**src/logic/oag_defs.svh**
```systemverilog
// address constants for the operand address generator
// assumes a 16-bit address space and an 8-bit register file of 8 bytes
`ifndef OAG_DEFS_SVH
`define OAG_DEFS_SVH

`define OAG_SADDR_LO 16'hFE20
`define OAG_SADDR_HI 16'hFF1F
`define OAG_SADDR_SPLIT 8'h20
`define OAG_SADDR_TOP 7'h7F
`define OAG_SFR_BASE 16'hFF00
`define OAG_SFR_PAGE 8'hFF
`define OAG_RAM_LO 16'hFE00
`define OAG_RAM_HI 16'hFEFF
`define OAG_BYTE_W 8
`define OAG_PAIR_BASE 2'h3
`define OAG_PAIR_PTR 2'h2
`define OAG_EA_RST 16'h0000

`endif

```
**src/logic/oag_pkg.sv**
```systemverilog
// types shared by the operand address generator and its register select
// assumes oag_defs.svh is compiled alongside
package oag_pkg;

  typedef enum logic [2:0] {
    OAG_SADDR,
    OAG_SFR,
    OAG_REG8,
    OAG_REG16,
    OAG_IND_PTR,
    OAG_IND_BASE,
    OAG_BASED,
    OAG_STACK
  } oag_mode_t;

  // function names of byte registers; absolute numbers are the same codes
  typedef enum logic [2:0] {
    OAG_R_X, OAG_R_A, OAG_R_C, OAG_R_B,
    OAG_R_E, OAG_R_D, OAG_R_L, OAG_R_H
  } oag_byte_reg_t;

  typedef enum logic [1:0] {
    OAG_P_AX, OAG_P_BC, OAG_P_SECOND, OAG_P_BASE
  } oag_pair_reg_t;

endpackage

```
**src/logic/oag_rf_if.sv**
```systemverilog
// register file view passed between the generator and its register select
// assumes one clock domain; all signals are combinational
`timescale 1ns/1ns
interface oag_rf_if;
  logic [63:0] rf_image;
  logic [2:0] byte_code;
  logic [1:0] pair_code;
  logic [7:0] byte_val;
  logic [15:0] pair_val;
  logic [15:0] base_pair;
  logic [15:0] second_pointer_pair;

  modport sel (
    input rf_image, byte_code, pair_code,
    output byte_val, pair_val, base_pair, second_pointer_pair
  );
  modport user (
    output rf_image, byte_code, pair_code,
    input byte_val, pair_val, base_pair, second_pointer_pair
  );
endinterface

```
**src/logic/oag_regsel.sv**
```systemverilog
// byte and pair selection out of the eight-byte register file image
// assumes byte n of the image sits at bits 8n+7..8n
`timescale 1ns/1ns
`include "oag_defs.svh"
module oag_regsel (
  oag_rf_if.sel rf
);

  // a pair n is byte 2n+1 high and byte 2n low
  function automatic logic [15:0] pair_of(input logic [63:0] img,
                                           input logic [1:0] code);
    pair_of = img[{code, 4'h0} +: 16];
  endfunction

  assign rf.byte_val = rf.rf_image[{rf.byte_code, 3'h0} +: `OAG_BYTE_W];
  assign rf.pair_val = pair_of(rf.rf_image, rf.pair_code);
  assign rf.base_pair = pair_of(rf.rf_image, `OAG_PAIR_BASE);
  assign rf.second_pointer_pair = pair_of(rf.rf_image, `OAG_PAIR_PTR);

endmodule

```
**src/logic/oag_top.sv**
```systemverilog
// operand effective-address generator for an 8-bit core
// assumes the decoder presents one request per cycle with stable fields
// and the register file image and stack pointer on the same clock
//
// Operation
// - short direct maps the 8-bit field into the FE20H..FF1FH window.
// - that window reaches high-speed RAM below FF00H, SFRs from FF00H.
// - short direct bit 8 is 0 for fields 20H..FFH and 1 for 00H..1FH.
// - the pair form of short direct reaches even addresses only.
// - SFR addressing selects within the 256 bytes from FF00H.
// - SFRs at FF00H..FF1FH give the same address either way.
// - a byte register operand is one of eight chosen by 3 bits.
// - registers are chosen by number, bytes 0..7 and pairs 0..3.
// - register indirect uses the second pointer pair or base pair.
// - based adds the zero-extended offset to the base pair mod 2^16.
// - stack accesses are addressed through the stack pointer.
// - stack accesses may target the high-speed RAM only.
`timescale 1ns/1ns
`include "oag_defs.svh"
module oag_top (
  input wire logic clk_sys,
  input wire logic srst,
  input wire logic req_vld,
  input wire oag_pkg::oag_mode_t mode,
  input wire logic [7:0] op_field,
  input wire logic [2:0] byte_code,
  input wire logic [1:0] pair_code,
  input wire logic pair_op,
  input wire logic push_op,
  input wire logic [63:0] rf_image,
  input wire logic [15:0] stack_pointer,
  output logic ea_vld_ff,
  output logic [15:0] ea_ff,
  output logic ram_hit_ff,
  output logic sfr_hit_ff,
  output logic reg_hit_ff,
  output logic [15:0] reg_val_ff,
  output logic fault_ff
);

  oag_rf_if rf ();

  assign rf.rf_image = rf_image;
  assign rf.byte_code = byte_code;
  assign rf.pair_code = pair_code;

  oag_regsel u_regsel (
    .rf(rf.sel)
  );

  function automatic logic in_ram(input logic [15:0] a);
    in_ram = (a >= `OAG_RAM_LO) && (a <= `OAG_RAM_HI);
  endfunction

  function automatic logic in_sfr(input logic [15:0] a);
    in_sfr = (a >= `OAG_SFR_BASE);
  endfunction

  // zero-extended offset, carry out of bit 15 dropped
  function automatic logic [15:0] add_off(input logic [15:0] b,
                                          input logic [7:0] off);
    add_off = b + {8'h00, off};
  endfunction

  logic saddr_sfr_side;
  logic [7:0] saddr_low;
  logic [15:0] saddr_ea;
  logic [15:0] sfr_ea;
  logic [15:0] ind_ea;
  logic [15:0] based_ea;
  logic [15:0] stack_ea;
  logic odd_pair;
  logic stack_out;
  logic is_reg;
  logic is_mem;
  logic [15:0] nxt_ea;
  logic [15:0] nxt_reg_val;
  logic nxt_fault;
  logic nxt_vld;

  // fields below 20H fold onto the SFR page
  assign saddr_sfr_side = op_field < `OAG_SADDR_SPLIT;
  // pair operands never straddle; low bit is dropped and flagged
  assign saddr_low = pair_op ? {op_field[7:1], 1'h0} : op_field;
  assign saddr_ea = {`OAG_SADDR_TOP, saddr_sfr_side, saddr_low};
  assign sfr_ea = {`OAG_SFR_PAGE, op_field};
  assign ind_ea = (mode == oag_pkg::OAG_IND_PTR) ?
                  rf.second_pointer_pair : rf.base_pair;
  assign based_ea = add_off(rf.base_pair, op_field);
  // push-type accesses use the predecremented pointer
  assign stack_ea = push_op ? stack_pointer - 16'h0001 :
                    stack_pointer;
  assign odd_pair = (mode == oag_pkg::OAG_SADDR) && pair_op &&
                    op_field[0];
  // a stray stack pointer is blocked rather than corrupting SFRs
  assign stack_out = (mode == oag_pkg::OAG_STACK) &&
                     !in_ram(stack_ea);
  assign is_reg = (mode == oag_pkg::OAG_REG8) ||
                  (mode == oag_pkg::OAG_REG16);
  assign is_mem = !is_reg;
  // a faulted request still loads ea_ff; only its flags are held back
  assign nxt_fault = req_vld && (odd_pair || stack_out);
  assign nxt_vld = req_vld && !nxt_fault;

  always_comb begin
    case (mode)
      oag_pkg::OAG_SADDR: nxt_ea = saddr_ea;
      oag_pkg::OAG_SFR: nxt_ea = sfr_ea;
      oag_pkg::OAG_IND_PTR: nxt_ea = ind_ea;
      oag_pkg::OAG_IND_BASE: nxt_ea = ind_ea;
      oag_pkg::OAG_BASED: nxt_ea = based_ea;
      oag_pkg::OAG_STACK: nxt_ea = stack_ea;
      default: nxt_ea = `OAG_EA_RST;
    endcase
  end

  always_comb begin
    case (mode)
      oag_pkg::OAG_REG8: nxt_reg_val = {8'h00, rf.byte_val};
      oag_pkg::OAG_REG16: nxt_reg_val = rf.pair_val;
      default: nxt_reg_val = 16'h0000;
    endcase
  end

  always_ff @(posedge clk_sys) begin
    if (srst) begin
      ea_vld_ff <= 1'h0;
      ea_ff <= `OAG_EA_RST;
      ram_hit_ff <= 1'h0;
      sfr_hit_ff <= 1'h0;
      reg_hit_ff <= 1'h0;
      reg_val_ff <= 16'h0000;
      fault_ff <= 1'h0;
    end else begin
      ea_vld_ff <= nxt_vld && is_mem;
      ea_ff <= nxt_ea;
      ram_hit_ff <= nxt_vld && is_mem && in_ram(nxt_ea);
      sfr_hit_ff <= nxt_vld && is_mem && in_sfr(nxt_ea);
      reg_hit_ff <= req_vld && is_reg;
      reg_val_ff <= nxt_reg_val;
      fault_ff <= nxt_fault;
    end
  end

  // checking helpers, read only by the properties below
  // taken from the raw image so a slip in the select module shows up
  logic [7:0] chk_byte;
  logic [15:0] chk_pair;
  logic [15:0] chk_base;
  logic [15:0] chk_ptr;
  logic saddr_req;
  logic sfr_req;
  logic stack_req;

  assign chk_byte = rf_image[{byte_code, 3'h0} +: 8];
  assign chk_pair = rf_image[{pair_code, 4'h0} +: 16];
  assign chk_base = rf_image[63:48];
  assign chk_ptr = rf_image[47:32];
  assign saddr_req = req_vld && (mode == oag_pkg::OAG_SADDR);
  assign sfr_req = req_vld && (mode == oag_pkg::OAG_SFR);
  assign stack_req = req_vld && (mode == oag_pkg::OAG_STACK);
endmodule

```
**config.mk**
```make
export PLATFORM = sky130hd
export DESIGN_NAME = oag_top
export DESIGN_NICKNAME = d
export VERILOG_FILES = /design/src/logic/oag_pkg.sv /design/src/logic/oag_rf_if.sv /design/src/logic/oag_regsel.sv /design/src/logic/oag_top.sv
export VERILOG_INCLUDE_DIRS = /design/src /design/src/logic
export SDC_FILE = /design/constraint.sdc
export NUM_CORES = 1
export LEC_CHECK = 0
export ABC_AREA = 1
export BUFFER_PORTS_ARGS = -buffer_cell sky130_fd_sc_hd__clkbuf_2
export CORE_MARGIN = 2
export CORE_UTILIZATION = 55
export CTS_CLUSTER_SIZE = 40
export DETAILED_ROUTE_END_ITERATION = 6
export MAX_ROUTING_LAYER = met4
export PLACE_DENSITY = 0.95
export RECOVER_POWER = 50
export SYNTH_ARGS = -nofsm -noshare
export SYNTH_HDL_FRONTEND = slang
export SYNTH_SLANG_ARGS = --single-unit
```
**constraint.sdc**
```tcl
create_clock -name clk_sys -period 3.17 [get_ports clk_sys]
set_clock_uncertainty 0.2 [all_clocks]
set_input_delay 0.317 -clock clk_sys [delete_from_list [all_inputs] [get_ports clk_sys]]
set_output_delay 0.317 -clock clk_sys [all_outputs]
set_load 0.03 [all_outputs]
```
==> metrics, run 1 <==
status=complete, but fails checks; failing checks=DRC; Post-synth EDFFs=0; Initial Utilization=57.4%; Rows=29; mux contribution to synthesized area=0%; met2 wire length=6.27 mm; Antenna Nets Post-Route=0; Synth Area in XOR/XNOR=0.712%; Slew @ Worst Pin=0.878 ns; max-cap violations=0; die span in x=85.9 um; Post-DP HPWL=10.5 mm; Leak Pwr=2.24 nW; setup_tns=0 ns; crit path cell chain=clkbuf_1 -> inv_1 -> nand2_1 -> a21oi_1 -> a41o_1; drt drc=16; Tot Pwr=1.45 mW; Worst setup EP type=register; Slew Viols, Final=0; Fmax=443 MHz; fill count=615; RSZ-0062 raised after global routing=false; Total Nets Final=863; #FFs+latches synth=37; core area=6420 um2; adder-cell share of the synthesized area=3.60%; ranking of synthesized cells by area=dfxtp_1 20%, nand2_1 12%, a21oi_1 11%; Yosys top cell by area=dfxtp_1; number of global-route vias before repair=4,542; IO buf count=137; Min Clock Period, post-route=2.26 ns; cell family with most CP delay=buffers and inverters; largest net degree at the start of global routing=33; Routed WL per cell=15.8 um; CTS Hold Buffers Added=0; top_reg_cell synth=dfxtp_1; clock root cell=clkbuf_8; period utilisation layout=71.2%; met3 WL post-DR=1.28 mm; complex-gate fraction of the synthesized area=30.7%; Fin. Hold Viols=0; post-cts gate resize count=0; share of layout cells above drive strength 1=19.1%; CTS tree=yes; Critical Path RT=3.16 ns; combinational family with the most area after synthesis=simple AND/OR/NAND/NOR gates; startpoint types=primary input; synth unique cells=40; Sink Count=37; drt total wl=13.1 mm; GRT Resource Usage Total=36.9%; critical path's slowest cell=clkbuf_1; Critical Path AT=2.24 ns; die area=7380 um2; post-synthesis sequential area ratio=20.1%; initial antenna violation count=0; Vias=4,929; Mapped Area=3690 um2; Placed Instances=822; Setup-failing EPs final=0; Simple-Gate Fraction of Synth Area=31.8%; area delta synth->final=20.7%; Clock Tree Buf Depth=2; PwrDens=325 nW/um2; H-tree levels=2; Remaining Overflow, GRT=0; Setup CP Type=in2reg; CP bufs+invs=2; average vias per placed instance=5.94; syn_area_per_cell=5.83 um2; Die Ht=85.9 um; Routed met1 length=5.03 mm; Critical Path Max Stage Delay=0.60 ns; first-pass GRT wire length=21.2 mm; cells after synthesis=633; Synthesized Nets=744; Initial DRC Count=546; crit path max fanout=16; num ports=138; CTS Buf Count=5; worst rel slew slack=41.4%; Max Used Layer=met4; Peak VDD IR=184 uV; worst min-delay path class=in2reg; Final Non-Filler Cells=830; Initial DRT Pass Iterations=7; area share of the largest cell type after synthesis=20.1%; ant diodes=0; CTS clk-pin slew, worst paths=0.08 ns; Async S/R FF share, synth=0%; GPL Wtd Cong=1.01; synth warn=0; Post-CTS Setup Bufs=0
==> Yosys cell counts, types with 2 or more instances <==
cell type and count:
nor2_2 3, nor3_1 5, clkinv_1 3, dfxtp_1 37, inv_1 83, nand3_1 52, nand3_2 3, or2_2 2
a221oi_1 5, a31oi_1 8, and2_1 2, nor3_2 2, buf_2 4, nand2_1 114, o21ai_1 3, nand2_2 5
inv_2 12, a21oi_1 83, clkbuf_1 24, nor2_4 4, o221ai_1 3, or2_1 3, xnor2_1 2, o22ai_1 5
nand4_1 9, a41o_1 6, a311oi_1 2, ha_1 9, o21ai_0 70, o211ai_1 12, nor2_1 49
==> logic make-up after synthesis <==
group	after synthesis
AND/OR/NAND/NOR	256
buffers and inverters	127
XOR/XNOR	3
AO/OA/AOI/OAI	200
flip-flops	37
adder cells (fa/ha/maj)	10
==> sequential cells by signal, indices dropped and copies added, names as in the netlist <==
signal and count:
ea_ff 16, reg_val_ff 16, ea_vld_ff 1, fault_ff 1, ram_hit_ff 1, reg_hit_ff 1
sfr_hit_ff 1
==> per-stage QoR <==
step	hold WS, ns	util [%]	cell area, um2	setup slack (ns)
final	0.0942	69.3	4450	0.913
after global routing	0.122	69.3	4450	0.735
after floorplan	0.260	-	3690	1.02
after detailed placement	0.401	68.2	4380	0.661
after CTS	0.0953	70.1	4500	0.955
after global placement	0.392	68.2	4380	0.741
==> final cells by class <==
type,instances,area (um2),area share (%)
sequential,37,741,16.6
multi-input combinational,469,2460,55.3
tap,77,96.3,2.16
clock inverter,1,30.0,0.674
timing repair buffer,141,669,15.0
inverter,98,368,8.26
clock buffer,7,86.3,1.94
==> routing by layer <==
layer,vias up,global-route usage [%]
met5,-,-
met4,0,18.2
met3,52,6.83
met2,331,61.0
met1,2165,42.8
li1,2381,-
==> layout by cell type, fill, tap and decap left out, types with 12 or more instances in the layout <==
| master | count |
|---|---|
| inv_2 | 12 |
| inv_1 | 83 |
| o21ai_0 | 70 |
| dfxtp_1 | 37 |
| nand3_1 | 52 |
| nand2_1 | 114 |
| nor2_1 | 49 |
| a21oi_1 | 83 |
| o211ai_1 | 12 |
| clkbuf_2 | 100 |
| clkbuf_1 | 38 |
==> where the power goes <==
group	switching, mW	leakage, nW	total (mW)	internal, mW
clock network	0.176	0.0585	0.433	0.257
logic	0.350	1.88	0.521	0.170
registers	0.00671	0.303	0.495	0.488
total	0.533	2.24	1.45	0.915
==> worst paths after layout <==
| kind | from | endpoint | slack, ns | depth (start not counted) |
|---|---|---|---|---|
| min | req_vld | fault_ff | 0.09 | 3 |
| max | srst | reg_val_ff[2] | 0.91 | 5 |
Note: power is estimated with default switching activity, not from simulation.
==> run 2, diff against run 1 <==
--- a/config.mk
+++ b/config.mk
@@ -9,11 +9,11 @@
 export ABC_AREA = 1
 export BUFFER_PORTS_ARGS = -buffer_cell sky130_fd_sc_hd__clkbuf_2
 export CORE_MARGIN = 2
-export CORE_UTILIZATION = 55
+export CORE_UTILIZATION = 51
 export CTS_CLUSTER_SIZE = 40
 export DETAILED_ROUTE_END_ITERATION = 6
 export MAX_ROUTING_LAYER = met4
-export PLACE_DENSITY = 0.95
+export PLACE_DENSITY = 0.93
 export RECOVER_POWER = 50
 export SYNTH_ARGS = -nofsm -noshare
 export SYNTH_HDL_FRONTEND = slang
==> constraint.sdc (replaced) <==
create_clock -name clk_sys -period 2.3 [get_ports clk_sys]
set_clock_uncertainty 0.2 [all_clocks]
set_input_delay 0.23 -clock clk_sys [delete_from_list [all_inputs] [get_ports clk_sys]]
set_output_delay 0.23 -clock clk_sys [all_outputs]
set_load 0.03 [all_outputs]
==> run 2 against run 1 <==
  * The run now ends clean
  * Combinational power increased by 43%
  * Design area increased by 3.0%
  * Cell count increased by 4.1%
  * Count of clock-buffer cells in the layout decreased by 1
  * Worst hold slack got worse by 0.079 ns
  * Via count increased by 0.75%
  * Utilization decreased by 5.1 points
  * Sequential cell count unchanged
  * Die area increased by 7.5%
  * Critical endpoint is now ram_hit_ff
==> metrics, run 2 (synthesized netlist as in run 1, its figures left out) <==
status=finished, final reports clean; Worst setup EP type=register; Fmax=490 MHz; RSZ-0062 raised after global routing=false; Clock Tree Buf Depth=2 (unchanged); Slew Viols, Final=0 (unchanged); Routed WL per cell=15.9 um (+0.69%); die span in x=89.0 um (+3.7%); worst hold margin=0.0153 ns (-0.0789 ns); Die Ht=89.0 um (+3.7%); core area=7140 um2 (+11%); fin area=4590 um2 (+3.0%); crit path cell chain=clkbuf_2 -> ha_1 -> fa_1 -> nand2_1 -> nand2_1 -> and2_1 -> a21oi_1 -> nand2_1 -> nand2_1 -> nor2_1 -> nor2_1 -> inv_1 -> nor3_2; placed cell areas=4510 um2 (+3.0%); Fin. Hold Viols=0 (unchanged); number of global-route vias before repair=4,650 (+2.4%); most frequent cells in the layout=114 x nand2_1, 102 x clkbuf_2, 83 x inv_1, 83 x a21oi_1, 70 x o21ai_0; commonest non-fill, non-tap cell in the layout=nand2_1; GPL Wtd Cong=1.00 (-1.0%); Setup-failing EPs final=0 (unchanged); post-cts gate resize count=0 (unchanged); Min Clock Period, post-route=2.04 ns; max-cap violations=0 (unchanged); Critical Path AT=2.08 ns (-0.16 ns); Rows=31 (+6.9%); Total Nets Final=875 (+1.4%); CTS clk-pin slew, worst paths=0.08 ns (about the same); die area=7930 um2 (+7.5%); Setup CP Type=in2reg; setup_tns=0 ns (unchanged); Critical Path Max Stage Delay=0.39 ns (-0.21 ns); drt total wl=13.8 mm (+4.8%); H-tree levels=2 (unchanged); Remaining Overflow, GRT=0 (unchanged); Initial DRT Pass Iterations=5 (-2); period utilisation layout=88.7%; initial antenna violation count=0 (unchanged); share of layout cells above drive strength 1=20.7% (+1.5 points); Tot Pwr=2.04 mW (+41%); CTS Buf Count=5 (unchanged); Final WS setup=0.260 ns (-0.653 ns); Peak VDD IR=237 uV (+29%); footprint of the multi-input gates=2460 um2 (unchanged); clock root cell=clkbuf_8; Post-DP HPWL=11.1 mm (+6.0%); average vias per placed instance=5.75 (-3.2%); CTS Hold Buffers Added=0 (unchanged); CP bufs+invs=2 (unchanged); IO buf count=137 (unchanged); Antenna Nets Post-Route=0 (unchanged); PwrDens=444 nW/um2 (+37%); most frequent CP cell=nand2_1; Vias=4,966 (+0.75%); crit path max fanout=3 (-13); cell family with most CP delay=simple AND/OR/NAND/NOR gates; critical path's slowest cell=fa_1; pre-CTS setup slack=-0.00613 ns (-0.667 ns); Initial Utilization=51.7% (-5.7 points); Reg area=741 um2 (unchanged); Slew @ Worst Pin=0.657 ns (-0.222 ns); Leak Pwr=2.30 nW (+2.8%); CTS tree=yes; area delta synth->final=24.3%; worst rel slew slack=56.2% (+15 points); biggest regs=ea_ff: 16 flops, reg_val_ff: 16 flops; ant diodes=0 (unchanged); worst min-delay path class=in2reg; Initial DRC Count=277 (-49%); first-pass GRT wire length=21.4 mm (+1.1%); GRT Resource Usage Total=35.8% (-1.0 points); Critical Path RT=2.34 ns (-0.82 ns); drt drc=0 (-16); num ports=138 (unchanged); Sink Count=37 (unchanged); startpoint types=primary input; fill count=725 (+18%); Post-CTS Setup Bufs=0 (unchanged); largest net degree at the start of global routing=38 (+15%)
[run 2: changes by cell type in the layout (fill, tap and decap cells not counted)]
cell	change
buf_4	+10
clkbuf_1	-2
clkbuf_2	+2
buf_12	+1
clkinvlp_4	+1
[run 2: worst paths after layout]
kind	cells after the start	startpoint	to	slack [ns]
worst min-delay path	3	op_field[2]	ea_ff[2]	0.02
worst max-delay path	13	op_field[0]	ram_hit_ff	0.26
[run 2: metrics by stage]
| stage | cells | util [%] |
|---|---|---|
| after floorplan | 633 | - |
| after global placement | 856 | 63.2 |
| after detailed placement | 856 | 63.2 |
| after CTS | 864 | 64.9 |
| after global routing | 864 | 64.3 |
| final | 864 | 64.3 |
[run 2: final cells by class]
type	instances	share of cell area, %
Inverter	98	8.02
Sequential cell	37	16.2
Tap cell	99	2.70
Timing Repair Buffer	153	16.8
Multi-Input combinational cell	469	53.7
Clock buffer	6	1.80
Clock inverter	2	0.819
[run 2: report_power, final]
group / internal [mW] / total (mW) / switching [mW]
sequential: 0.673 / 0.682 / 0.00925
combinational: 0.251 / 0.743 / 0.491
clock: 0.353 / 0.613 / 0.260
[run 2: per-layer routing]
layer | share of wire, % | track usage [%] | up-vias
li1 | - | - | 2402
met1 | 37 | 39.2 | 2212
met2 | 47 | 62.5 | 292
met3 | 10 | 6.37 | 60
met4 | 5.3 | 17.8 | 0
met5 | 0 | - | -
